$ cat src/rtl/optimizer_pkg.sv
// Purpose: shared constants, types and helpers of the charge level optimizer
// Assumes: register indices are word indices on apb, byte address is index times four
// Notes: level codes are 4 bits, residual capacitor codes are 5 bits
package optimizer_pkg;

    localparam int unsigned PROF_W = 6;
    localparam int unsigned LEVEL_W = 4;
    localparam int unsigned VCAP_W = 5;
    localparam int unsigned NUM_PROF = 64;
    localparam int unsigned IDX_W = 10;

    // register word indices
    localparam logic [IDX_W-1:0] IDX_VCAP = 10'h005;
    localparam logic [IDX_W-1:0] IDX_PROF_MSB = 10'h007;
    localparam logic [IDX_W-1:0] IDX_COMMAND = 10'h008;
    localparam logic [IDX_W-1:0] IDX_SET1 = 10'h009;
    localparam logic [IDX_W-1:0] IDX_SET4 = 10'h00c;
    localparam logic [IDX_W-1:0] IDX_SET5 = 10'h00d;
    localparam logic [IDX_W-1:0] IDX_OPT_STATUS = 10'h010;

    // field positions
    localparam int unsigned CMD_PROF_LSB = 4;
    localparam int unsigned CMD_RSTPF_BIT = 3;
    localparam int unsigned CMD_ACT_BIT = 2;
    localparam int unsigned CMD_ECM_BIT = 1;
    localparam int unsigned CMD_EOD_BIT = 0;
    localparam int unsigned SET1_VFIX_LSB = 4;
    localparam int unsigned SET4_VCAPMAX_BIT = 4;
    localparam int unsigned STAT_LEVEL_LSB = 4;
    localparam int unsigned STAT_VALID_BIT = 8;

    // values after reset
    localparam logic [PROF_W-1:0] PROF_RESET = 6'h01;
    localparam logic [1:0] MARGIN_RESET = 2'h3;
    localparam logic [LEVEL_W-1:0] VFIX_RESET = 4'h0;
    localparam logic [LEVEL_W-1:0] VSET_RESET = 4'h0;
    localparam logic VCAPMAX_RESET = 1'b0;

    // level codes
    localparam logic [LEVEL_W-1:0] LEVEL_MIN = 4'h0;
    localparam logic [LEVEL_W-1:0] CAP_MAX_LO = 4'hb;
    localparam logic [LEVEL_W-1:0] CAP_MAX_HI = 4'hf;
    localparam logic [VCAP_W-1:0] MARGIN_BASE = 5'h01;
    localparam logic [VCAP_W-1:0] FAR_SHORTFALL = 5'h02;

    typedef enum logic [1:0] {
        ST_STANDBY,
        ST_CHARGE,
        ST_ACTIVE,
        ST_EVAL
    } opt_state_t;

    function automatic logic [LEVEL_W-1:0] cap_max_level(input logic sel);
        cap_max_level = sel ? CAP_MAX_HI : CAP_MAX_LO;
    endfunction : cap_max_level

    function automatic logic [VCAP_W-1:0] margin_level(input logic [1:0] marg);
        margin_level = {3'h0, marg} + MARGIN_BASE;
    endfunction : margin_level

endpackage : optimizer_pkg

$ cat src/rtl/charge_optimizer.sv
// Purpose: adaptive charge level optimizer with apb register access
// Assumes: power stage reports charge done, active done and residual capacitor code
// Notes: one wait state on every apb access
//
// Notes on behaviour
// - each profile keeps its own learned target, apart from the fixed level.
// - profile zero charges to the fixed level; others adapt the target.
// - a profile starting optimization loads the capacitor maximum chosen by vcapmax.
// - on-demand cycle starts on command write or start pin; first charge of a nonzero profile is maximum.
// - when charging completes, an active cycle supplies the regulated output.
// - at active end the residual is compared with the selected margin threshold.
// - residual above margin lowers the target by one setting, holding at the lowest level.
// - residual below margin raises the target by one or two settings, up to the capacitor maximum.
// - far shortfall raises by two settings, a small shortfall by one.
// - residual equal to margin leaves the target unchanged.
// - each charge with nonzero profile goes to that profile's learned target.
// - profile initialization runs after power-on reset clears.
// - host selects profile and writes profile-reset; device reinitializes its target.
// - after reset margin is the highest code and profile one is selected.
// - a lighter load keeps lowering the target cycle by cycle until balanced.
// - slightly varying loads may toggle the target among neighbouring levels.
// - up to sixty-three learned profiles, chosen by a six-bit field.
//
// The APB register port and the address map were left to the implementer.
`timescale 1ns/1ns
`default_nettype none
module charge_optimizer
    import optimizer_pkg::*;
(
    // clock, reset, enable
    input wire logic pclk,
    input wire logic presetn,
    input wire logic ce,
    // apb slave
    input wire logic psel,
    input wire logic penable,
    input wire logic pwrite,
    input wire logic [11:0] paddr,
    input wire logic [31:0] pwdata,
    output logic [31:0] prdata,
    output logic pready,
    output logic pslverr,
    // power stage
    input wire logic start_pin,
    input wire logic charge_done,
    input wire logic active_done,
    input wire logic [VCAP_W-1:0] vcap_residual,
    output logic charge_en,
    output logic [LEVEL_W-1:0] charge_level,
    output logic regulated_output_en,
    output logic [LEVEL_W-1:0] regulated_output_level
);

    // configuration registers
    logic [PROF_W-1:0] prof_reg, prof_next;
    logic [1:0] margin_reg, margin_next;
    logic [LEVEL_W-1:0] vfix_reg, vfix_next;
    logic [LEVEL_W-1:0] vset_reg, vset_next;
    logic vcapmax_reg, vcapmax_next;
    logic ecm_reg, ecm_next;
    logic eod_reg, eod_next;
    // apb answer
    logic [31:0] prdata_reg, prdata_next;
    logic pready_reg, pready_next;
    logic pslverr_reg, pslverr_next;
    // optimizer state
    opt_state_t state_reg, state_next;
    logic [VCAP_W-1:0] resid_reg, resid_next;
    logic start_prev_reg;
    logic charge_en_reg, charge_en_next;
    logic [LEVEL_W-1:0] charge_level_reg, charge_level_next;
    logic reg_en_reg, reg_en_next;
    // store ports
    logic [LEVEL_W-1:0] target_level;
    logic target_valid;
    logic upd_en;
    logic [LEVEL_W-1:0] upd_level;
    logic rst_prof_en;
    logic rst_pending_reg;

    logic [IDX_W-1:0] idx;
    logic access;
    logic wr_stb;
    logic mapped;
    logic start_req;
    logic [LEVEL_W-1:0] cap_max;

    assign idx = paddr[11:2];
    assign access = psel && penable && pready_reg;
    assign wr_stb = access && pwrite;
    assign cap_max = cap_max_level(vcapmax_reg);

    always_comb begin
        case (idx)
            IDX_VCAP, IDX_PROF_MSB, IDX_COMMAND, IDX_SET1,
            IDX_SET4, IDX_SET5, IDX_OPT_STATUS: mapped = 1'b1;
            default: mapped = 1'b0;
        endcase
    end

    // learned levels live apart from the fixed level
    target_store u_store (
        .pclk(pclk),
        .presetn(presetn),
        .ce(ce),
        .rd_prof(prof_reg),
        .cap_max(cap_max),
        .rd_level(target_level),
        .rd_valid(target_valid),
        .wr_en(upd_en),
        .wr_prof(prof_reg),
        .wr_level(upd_level),
        .clr_en(rst_pending_reg),
        .clr_prof(prof_reg)
    );

    // configuration and command writes
    always_comb begin
        prof_next = prof_reg;
        margin_next = margin_reg;
        vfix_next = vfix_reg;
        vset_next = vset_reg;
        vcapmax_next = vcapmax_reg;
        ecm_next = ecm_reg;
        eod_next = eod_reg;
        rst_prof_en = 1'b0;
        if (wr_stb) begin
            case (idx)
                IDX_PROF_MSB: prof_next[5:4] = pwdata[1:0];
                IDX_COMMAND: begin
                    prof_next[3:0] = pwdata[CMD_PROF_LSB +: 4];
                    ecm_next = pwdata[CMD_ECM_BIT];
                    eod_next = pwdata[CMD_EOD_BIT];
                    // self-clearing: restarts the profile named in this same write
                    rst_prof_en = pwdata[CMD_RSTPF_BIT];
                end
                IDX_SET1: begin
                    vfix_next = pwdata[SET1_VFIX_LSB +: LEVEL_W];
                    vset_next = pwdata[LEVEL_W-1:0];
                end
                IDX_SET4: vcapmax_next = pwdata[SET4_VCAPMAX_BIT];
                IDX_SET5: margin_next = pwdata[1:0];
                default: ;
            endcase
        end
    end

    // clear of the store uses the new profile when the write also changes it:
    // it waits one cycle, until the written profile stands in prof_reg

    always_ff @(posedge pclk or negedge presetn) begin
        if (!presetn) begin
            prof_reg <= PROF_RESET;
            margin_reg <= MARGIN_RESET;
            vfix_reg <= VFIX_RESET;
            vset_reg <= VSET_RESET;
            vcapmax_reg <= VCAPMAX_RESET;
            ecm_reg <= 1'b0;
            eod_reg <= 1'b0;
        end else if (ce) begin
            prof_reg <= prof_next;
            margin_reg <= margin_next;
            vfix_reg <= vfix_next;
            vset_reg <= vset_next;
            vcapmax_reg <= vcapmax_next;
            ecm_reg <= ecm_next;
            eod_reg <= eod_next;
        end
    end

    // apb answer: ready one cycle after the first access cycle, read data captured with it
    always_comb begin
        pready_next = psel && penable && !pready_reg;
        pslverr_next = psel && penable && !pready_reg && !mapped;
        prdata_next = prdata_reg;
        if (psel && penable && !pready_reg) begin
            prdata_next = '0;
            if (!pwrite) begin
                case (idx)
                    IDX_VCAP: prdata_next[VCAP_W-1:0] = resid_reg;
                    IDX_PROF_MSB: prdata_next[1:0] = prof_reg[5:4];
                    IDX_COMMAND: begin
                        prdata_next[CMD_PROF_LSB +: 4] = prof_reg[3:0];
                        prdata_next[CMD_ACT_BIT] = state_reg != ST_STANDBY;
                        prdata_next[CMD_ECM_BIT] = ecm_reg;
                        prdata_next[CMD_EOD_BIT] = eod_reg;
                    end
                    IDX_SET1: prdata_next[7:0] = {vfix_reg, vset_reg};
                    IDX_SET4: prdata_next[SET4_VCAPMAX_BIT] = vcapmax_reg;
                    IDX_SET5: prdata_next[1:0] = margin_reg;
                    IDX_OPT_STATUS: begin
                        prdata_next[1:0] = state_reg;
                        prdata_next[STAT_LEVEL_LSB +: LEVEL_W] = target_level;
                        prdata_next[STAT_VALID_BIT] = target_valid;
                    end
                    default: ;
                endcase
            end
        end
    end

    always_ff @(posedge pclk or negedge presetn) begin
        if (!presetn) begin
            prdata_reg <= '0;
            pready_reg <= 1'b0;
            pslverr_reg <= 1'b0;
            rst_pending_reg <= 1'b0;
        end else if (ce) begin
            prdata_reg <= prdata_next;
            pready_reg <= pready_next;
            pslverr_reg <= pslverr_next;
            rst_pending_reg <= rst_prof_en;
        end
    end

    // start pin is synchronous; only its rising edge counts
    assign start_req = (wr_stb && idx == IDX_COMMAND && pwdata[CMD_ACT_BIT]) ||
                       (start_pin && !start_prev_reg);

    // target update at the end of an active cycle
    always_comb begin
        logic [VCAP_W-1:0] thr;
        logic [VCAP_W:0] raised;
        thr = margin_level(margin_reg);
        raised = {2'b00, target_level};
        upd_level = target_level;
        if (resid_reg > thr) begin
            // repeats every cycle while the load stays lighter
            if (target_level > LEVEL_MIN) begin
                upd_level = target_level - 4'h1;
            end
        end else if (resid_reg < thr) begin
            if (thr - resid_reg >= FAR_SHORTFALL) begin
                raised = raised + 6'h02;
            end else begin
                raised = raised + 6'h01;
            end
            if (raised > {2'b00, cap_max}) begin
                upd_level = cap_max;
            end else begin
                upd_level = raised[LEVEL_W-1:0];
            end
        end
        upd_en = ce && state_reg == ST_EVAL && prof_reg != '0;
    end

    // optimizer sequence
    always_comb begin
        state_next = state_reg;
        resid_next = resid_reg;
        charge_en_next = 1'b0;
        charge_level_next = charge_level_reg;
        reg_en_next = 1'b0;
        case (state_reg)
            ST_STANDBY: begin
                // requests during a cycle are ignored, not queued
                if (start_req) begin
                    state_next = ST_CHARGE;
                    charge_en_next = 1'b1;
                    // unlearned nonzero profile reads as the maximum: first charge is full
                    charge_level_next = (prof_reg == '0) ? vfix_reg
                                                         : target_level;
                end
            end
            ST_CHARGE: begin
                charge_en_next = 1'b1;
                if (charge_done) begin
                    state_next = ST_ACTIVE;
                    charge_en_next = 1'b0;
                    reg_en_next = 1'b1;
                end
            end
            ST_ACTIVE: begin
                reg_en_next = 1'b1;
                if (active_done) begin
                    state_next = ST_EVAL;
                    reg_en_next = 1'b0;
                    resid_next = vcap_residual;
                end
            end
            ST_EVAL: state_next = ST_STANDBY;
            default: state_next = ST_STANDBY;
        endcase
    end

    always_ff @(posedge pclk or negedge presetn) begin
        if (!presetn) begin
            state_reg <= ST_STANDBY;
            resid_reg <= '0;
            start_prev_reg <= 1'b0;
            charge_en_reg <= 1'b0;
            charge_level_reg <= '0;
            reg_en_reg <= 1'b0;
        end else if (ce) begin
            state_reg <= state_next;
            resid_reg <= resid_next;
            start_prev_reg <= start_pin;
            charge_en_reg <= charge_en_next;
            charge_level_reg <= charge_level_next;
            reg_en_reg <= reg_en_next;
        end
    end

    assign prdata = prdata_reg;
    assign pready = pready_reg;
    assign pslverr = pslverr_reg;
    assign charge_en = charge_en_reg;
    assign charge_level = charge_level_reg;
    assign regulated_output_en = reg_en_reg;
    assign regulated_output_level = vset_reg;

endmodule : charge_optimizer
`default_nettype wire

$ cat src/rtl/target_store.sv
// Purpose: per-profile learned target levels with learned flags
// Assumes: one read port, one update port, one profile clear port
// Notes: an unlearned profile reads back as the capacitor maximum
`timescale 1ns/1ns
`default_nettype none
module target_store
    import optimizer_pkg::*;
(
    // clock and reset
    input wire logic pclk,
    input wire logic presetn,
    input wire logic ce,
    // read side
    input wire logic [PROF_W-1:0] rd_prof,
    input wire logic [LEVEL_W-1:0] cap_max,
    output logic [LEVEL_W-1:0] rd_level,
    output logic rd_valid,
    // update side
    input wire logic wr_en,
    input wire logic [PROF_W-1:0] wr_prof,
    input wire logic [LEVEL_W-1:0] wr_level,
    // profile restart
    input wire logic clr_en,
    input wire logic [PROF_W-1:0] clr_prof
);

    logic [LEVEL_W-1:0] level_mem [NUM_PROF];
    logic [NUM_PROF-1:0] valid_reg;
    logic [NUM_PROF-1:0] valid_next;

    always_comb begin
        valid_next = valid_reg;
        if (clr_en) begin
            valid_next[clr_prof] = 1'b0;
        end
        // a learned update in the same cycle wins over the restart
        if (wr_en) begin
            valid_next[wr_prof] = 1'b1;
        end
    end

    // cleared flags at reset force every profile to re-learn from the maximum
    always_ff @(posedge pclk or negedge presetn) begin
        if (!presetn) begin
            valid_reg <= '0;
        end else if (ce) begin
            valid_reg <= valid_next;
        end
    end

    always_ff @(posedge pclk) begin
        if (ce && wr_en) begin
            level_mem[wr_prof] <= wr_level;
        end
    end

    assign rd_valid = valid_reg[rd_prof];
    assign rd_level = rd_valid ? level_mem[rd_prof] : cap_max;

endmodule : target_store
`default_nettype wire

$ cat config.mk
export PLATFORM = sky130hd
export DESIGN_NAME = charge_optimizer
export DESIGN_NICKNAME = d
export VERILOG_FILES = /design/src/rtl/optimizer_pkg.sv /design/src/rtl/charge_optimizer.sv /design/src/rtl/target_store.sv
export SDC_FILE = /design/constraint.sdc
export NUM_CORES = 1
export LEC_CHECK = 0
export BUFFER_PORTS_ARGS = -buffer_cell sky130_fd_sc_hd__buf_2
export CAP_MARGIN = 10
export CORE_UTILIZATION = 35
export CTS_CLUSTER_DIAMETER = 80
export CTS_CLUSTER_SIZE = 20
export DETAILED_ROUTE_END_ITERATION = 10
export GPL_TIMING_DRIVEN = 0
export SLEW_MARGIN = 40
export SYNTH_ARGS = -nofsm -noshare
export SYNTH_HDL_FRONTEND = slang
export SYNTH_HIERARCHICAL = 1
export SYNTH_SLANG_ARGS = --single-unit
$ cat constraint.sdc
create_clock -name pclk -period 22.7 [get_ports pclk]
set_input_delay 1.135 -clock pclk [delete_from_list [all_inputs] [get_ports pclk]]
set_output_delay 1.135 -clock pclk [all_outputs]
set_load 0.02 [all_outputs]
* Yosys cells after proc, flatten, opt, wreduce, memory -nomap -nowiden
Memories as Yosys holds them, arrays and structs flattened.
Cells that the tools add are included.
W data, S select, Z words.
** Word-level totals
- Bits in registers :: 109
- RAM bits :: 256
- Input bits :: 58
- Output and inout port bits :: 44
- Logic and storage cells :: 116
- Memories kept :: 1
** Cells by class
- Add/sub/neg operators :: 5
- $lt $le $gt $ge :: 7
- Equal/unequal tests :: 13
- Muxes and demuxes :: 38
- Bitwise logic cells :: 3
- Reduce and logical (&&, ||, !) cells :: 30
** Memory list
- u_store.level_mem :: words 64, bits a word 4, read ports 1, clocked after Yosys merged registers in 0, write ports 1, line target_store.sv:27 : logic [LEVEL_W-1:0] level_mem [NUM_PROF];
** Operators by type and width (count)
- $mux W64 :: 2
- $and A64 B64 Y64 :: 1
- $not A64 Y64 :: 1
- $or A64 B64 Y64 :: 1
- $eq A10 B4 Y1 const B :: 4
- $mux W4 :: 6
- $reduce_and A3 Y1 :: 7
- $eq A10 B3 Y1 const B :: 2
- $logic_and A1 B1 Y1 :: 12
- $mux W1 :: 12
- $mux W6 :: 2
- $pmux W2 S6 :: 1
- $eq A10 B5 Y1 const B :: 1
- $mux W9 :: 1
- $pmux W3 S3 :: 1
- $pmux W2 S4 :: 1
- $lt A6 B7 Y1 const B :: 1
- $reduce_or A7 Y1 :: 1
- $bmux W1 S6 :: 1
- $demux W1 S6 :: 1
- $ge A6 B1 Y1 const B :: 1
- $gt A6 B4 Y1 :: 1
- $logic_not A6 Y1 :: 1
- $mux W2 :: 3
- 24 further kinds :: 31

* Longest topological paths before layout
- Depth in word-level cells :: 11
- Mapped depth :: 21
- Depth with buffers taken out :: 17

* Cells and area by module
Netlist, hierarchy kept.
** Modules (own cells, without submodules)
- target_store :: times used 1, cells each 839, area each 13407.9 um^2, sequential area each 9288.9 um^2
- charge_optimizer :: times used 1, cells each 293, area each 2884.0 um^2, sequential area each 1129.8 um^2

* Worst setup path after synthesis
Ideal clock, no wire load.
- Path kind :: reg2reg
- Start :: register prof_reg[0]
- End :: memory u_store.level_mem[0][2] (data pin)
- Setup time :: 0.702 ns
- Arrival time :: 6.479 ns
- Data required time :: 21.998 ns
- Setup slack :: 15.519 ns
- Stages on the path, launching flop included :: 20
- Buffers on the path :: 2
- Period minus slack after synthesis :: 7.181 ns
- Cell sequence :: dfstp_2 buf_6 buf_6 mux4_2 a22oi_1 nand3_1 a22o_1 nor3_4 mux2_2 inv_1 ha_1 nand2_1 o21ai_0 ha_1 nand2_1 nor4_1 a41oi_1 a31oi_1 mux2i_1 o21ai_0
** On the way
- Word-level cells in the longest chain between the ends :: 11
- Elaborated cells on any way between the ends :: 16
- Those cells by class :: add/sub (3); order compare (2); mux (10); memory (1)
** Ends and longest elaborated chain
- from (decl) :: line charge_optimizer.sv:55 : logic [PROF_W-1:0] prof_reg, prof_next;
- from (signal assigned) :: line charge_optimizer.sv:161 : prof_reg <= prof_next;
- $bmux W1 S6 :: line target_store.sv:57 : assign rd_valid = valid_reg[rd_prof];
- $mux W1 (implied by the code) :: line target_store.sv:57
- $mux W4 (*) :: line target_store.sv:58 : assign rd_level = rd_valid ? level_mem[rd_prof] : cap_max;
- net target_level[2] :: line charge_optimizer.sv:74 : logic [LEVEL_W-1:0] target_level;
- $add A4 B1 Y5 / $add A4 B2 Y5 (equally long branches) :: line charge_optimizer.sv:236, charge_optimizer.sv:234
- $mux W5 :: line charge_optimizer.sv:233 : if (thr - resid_reg >= FAR_SHORTFALL) begin
- $mux W6 :: line charge_optimizer.sv:232 : end else if (resid_reg < thr) begin
- $mux W6 :: line charge_optimizer.sv:227 : if (resid_reg > thr) begin
- $gt A6 B4 Y1 :: line charge_optimizer.sv:238 : if (raised > {2'b00, cap_max}) begin
- $mux W4 :: line charge_optimizer.sv:238
- $mux W4 :: line charge_optimizer.sv:232
- $mux W4 (*) :: line charge_optimizer.sv:227
- net upd_level[2] :: line charge_optimizer.sv:77 : logic [LEVEL_W-1:0] upd_level;
- to (decl) :: line target_store.sv:27
The timed path passes the listed nets; every way through them passes the cells marked *. The select of a mux whose other input is x is not followed.

* Worst setup path after layout
- Start :: register prof_reg[4]
- End :: memory u_store.level_mem[45][2] (data pin)
The elaborated chain is that of the path after synthesis.

==> flow_summary.yaml <==
placement:
  placement.io_buffers: 52
  globalplace.congestion: 0.819
  postPlaceCellArea_um2: 17600
  dp_hpwl_um: 27400
worst_setup_path:
  r2r_setup_slack_ps: 16500
  cp_cell_sequence: "buf_2 -> buf_2 -> clkbuf_1 -> a221o_1 -> o22ai_1 -> nor4_2 -> o21ai_1 -> mux2_2 -> inv_1 -> ha_1 -> nand2_1 -> o21ai_0 -> ha_1 -> nand2_1 -> nor4_1 -> a41oi_1 -> a31oi_1 -> mux2i_1 -> o21ai_4 -> buf_8 -> buf_16"
  timing.rr.end: "u_store/level_mem[45][2]"
  critPathTopFamily: "buffers and inverters"
  worst_setup_sp: "prof_reg[4]"
  worstPathArrival_ps: 6470
  crit-reg2reg-launch: "prof_reg[4]"
  crit_required_ps: 22980
  crit_path_max_fanout: 22
  ff2ff_path_depth: 21
  worstSetupPathType: "reg2reg"
  timing.critical_path.slowest_cell_delay_ps: 780
  end_kind: "flop"
  cp.buffers_inverters: 6
  timing.critical_path.slowest_stage_cell: "dfrtp_1"
  worst_setup_path_start_kind: "flop"
sta:
  grt_setup_unrepaired: "no"
  worst_clock_skew_ps: 17.4
  fin_hold_ws_ps: 477
  timing_worst_slew_pin_value_ps: 881
  slew_headroom_pct: 41.3
  hold_viol_final: 0
  timing_max_transition_violations_final: 0
  final.min_clock_period_ps: 6200
  achievable-frequency_mhz: 161
  fin_tns_setup_ps: 0
  final_min_period_over_clock_period_pct: 27.3
  finalSetupViolations: 0
final_layout:
  layout-drive-gt1-share_pct: 21.4
  finalNetCount: 1325
  filler_cell_count: 4283
  postLayoutCoreUtil_pct: 40.4
  largest_register_ffs: 256
  area.sequential_um2: 10400
  flow.area_growth_from_synthesis_pct: 13.2
  finish.instance_area_um2: 18400
  antenna_cells: 0
  area_used_by_multi_input_combinational_logic_um2: 5440
routing:
  first_pass_iters: 6
  drt_iter0_markers: 905
  viasPerCell: 5.41
  antenna_left: 0
  num_vias: 10124
  routedWlPerCell_um: 20.7
  drt_wl_total_um: 38700
  post-route-drc-count: 0
die:
  initial_utilization_pct: 35.7
  core-area_um2: 45700
  die_area_um2: 47400
  row_count: 78
  io_pins: 102
  dieHeight_um: 218
  die_w_um: 218
yosys:
  synth-main-ff-cell: "edfxtp_1"
  ys_seq_area_share_pct: 64.0
  synth-edff-count: 256
  count_of_state_elements_after_synthesis: 365
  synth.lib_cells_used.distinct: 67
  synth_cells: 1132
  asyncSetResetFlopFracSynth_pct: 29.9
  number_of_warnings_issued_by_yosys: 6
  synth_area_um2: 16300
  syn_avg_cell_area_um2: 14.4
power:
  static-leakage-power_nw: 6.53
  power.density_nw_per_um2: 76.4
  seqPwrFrac_pct: 55.8
  power.share.clock_pct: 32.2
  net-switching-power_mw: 0.352
  combinationalPowerShare_pct: 12.0
  ir_drop_worst_case_vdd_mv: 0.0528
  power.internal_mw: 1.06
  switching_share_pct: 25.0
hold_path:
  worst_hold_path.num_cells: 1
  worst_hold_startpoint: "prdata[1]"
  min_to: "prdata[1]"
  hold_path.class: "reg2reg"
global_routing:
  antenna_found_initial: 0
  wire_length_of_the_first_global_routing_pass_um: 59800
  grt_max_degree: 63
  globalRouteOverflowTotal: 0
  track_usage_pct: 16.5
  grt_pass1_vias: 9995
cts:
  count_of_hold_fix_buffers_inserted_at_cts: 0
  htree_levels: 1
  cts_made_buffers: 25
  root_buffer: "clkbuf_16"
  clk_pin_slew_worst_paths_ps: 80
  tritoncts: "built"
  clk_path_buf_depth: 3
  cts_repair_resize_count: 0
  insertion_delay_of_the_later_clocked_pin_in_the_worst_skew_pair_ps: 540
  cts_num_sinks: 365
  postCtsSetupRepairBufs: 0
run_status:
  run_status: "finished, final reports clean"
job:
  cap_viol_max_count: 0
[synth_stat cells (all sizes together) (7+ instances only)]
| master | n | share of area [%] |
|---|---|---|
| nor4 | 7 | 0.48 |
| inv | 16 | 0.37 |
| nand2 | 72 | 1.7 |
| a21o | 9 | 0.41 |
| dfrtp | 106 | 16 |
| nand3 | 28 | 0.86 |
| buf | 52 | 2.4 |
| mux2i | 34 | 2.1 |
| a21oi | 14 | 0.43 |
| o221ai | 8 | 0.43 |
| nor2b | 17 | 0.65 |
| nand2b | 8 | 0.31 |
| edfxtp | 256 | 47 |
| mux2 | 53 | 3.7 |
| mux4 | 60 | 8.5 |
| nor2 | 83 | 1.9 |
| o22ai | 13 | 0.50 |
| ha | 14 | 1.1 |
| nand3b | 10 | 0.46 |
| o21ai | 154 | 4.7 |
| a221o | 12 | 0.74 |
| clkbuf | 31 | 0.71 |
[per-stage QoR]
stage | std cells | setup slack, ps | power (mW)
2_1_floorplan | 1156 | 15520 | 0.892
3_3_place_gp | 1808 | 11090 | 0.948
3_5_place_dp | 1825 | 16600 | 0.972
4_1_cts | 1870 | 16570 | 1.42
5_1_grt | 1870 | 16210 | 1.47
6_report | 1870 | 16500 | 1.41
[worst register-to-register path, cell delays in order, from the launching register on]
cell,delay (ps)
dfrtp_1,780
buf_2,350
buf_2,390
clkbuf_1,600
a221o_1,270
o22ai_1,110
nor4_2,430
o21ai_1,230
mux2_2,400
inv_1,160
ha_1,250
nand2_1,50
o21ai_0,120
ha_1,330
nand2_1,60
nor4_1,200
a41oi_1,70
a31oi_1,350
mux2i_1,320
o21ai_4,100
buf_8,180
buf_16,170
[final cells by class]
type	instances	share of cell area, %
well taps	600	4.07
flip-flops and latches	365	56.5
repair buffers	69	2.54
inverters	16	0.326
clock buffers	35	3.82
multi-input cells	692	29.5
clock inverters	10	0.536
plain buffers	83	2.75
[power groups by stage]
| stage | registers [mW] | logic (mW) | clock network [mW] |
|---|---|---|---|
| after floorplan | 0.808 | 0.0842 | 0 |
| after global placement | 0.817 | 0.131 | 0 |
| after detailed placement | 0.801 | 0.171 | 0 |
| after CTS | 0.786 | 0.171 | 0.465 |
| after global routing | 0.787 | 0.187 | 0.491 |
| final | 0.786 | 0.170 | 0.454 |
[how the worst max path moves through the flow]
stage,endpoint,slack [ps],depth (start not counted)
floorplan,u_store/level_mem[0][2],15520,19
global placement,u_store/level_mem[28][2],11090,19
finish,u_store/level_mem[45][2],16500,21
global route,u_store/level_mem[45][2],16210,22
detailed placement,u_store/level_mem[28][2],16600,22
CTS,u_store/level_mem[45][2],16570,21
[metal layers]
| layer | GRT usage (%) | vias to the layer above | part of all wire [%] |
|---|---|---|---|
| met3 | 2.22 | 58 | 4.9 |
| met1 | 22.2 | 5211 | 44 |
| met4 | 4.64 | 0 | 2.8 |
| met5 | 0 | - | 0 |
| li1 | - | 4547 | - |
| met2 | 27.8 | 308 | 49 |
[layout by cell type (no fill, tap or decap), drive strengths merged, types with 5 or more instances in the layout]
cell type  count
a222oi         6
a21o           9
nor4           7
a21oi         14
nand3         28
o22ai         13
nand2b         8
nor2          83
a221o         12
nand3b        10
nor2b         17
o221ai         8
inv           16
clkbuf        66
conb          26
mux2i         34
nor3           5
mux2          53
mux4          60
buf          121
o21ai        154
and3           6
clkinv        10
dfrtp        106
nand2         72
ha            14
a22oi          5
edfxtp       256
and2           5
[cell families (layout without fill, tap and decap cells)]
family | after synthesis | count (layout) | share of synthesized area (%)
buffers and inverters | 99 | 213 | 3.48
DFF | 365 | 365 | 64.0
muxes | 147 | 147 | 14.2
and+or+nand+nor | 254 | 254 | 7.73
AOI/OAI and AO/OA | 245 | 245 | 9.12
adders and majority gates | 15 | 15 | 1.20
other | 2 | 26 | 0.0461
xor gates and xnor gates | 5 | 5 | 0.269
Note: power is estimated with default switching activity, not from simulation.
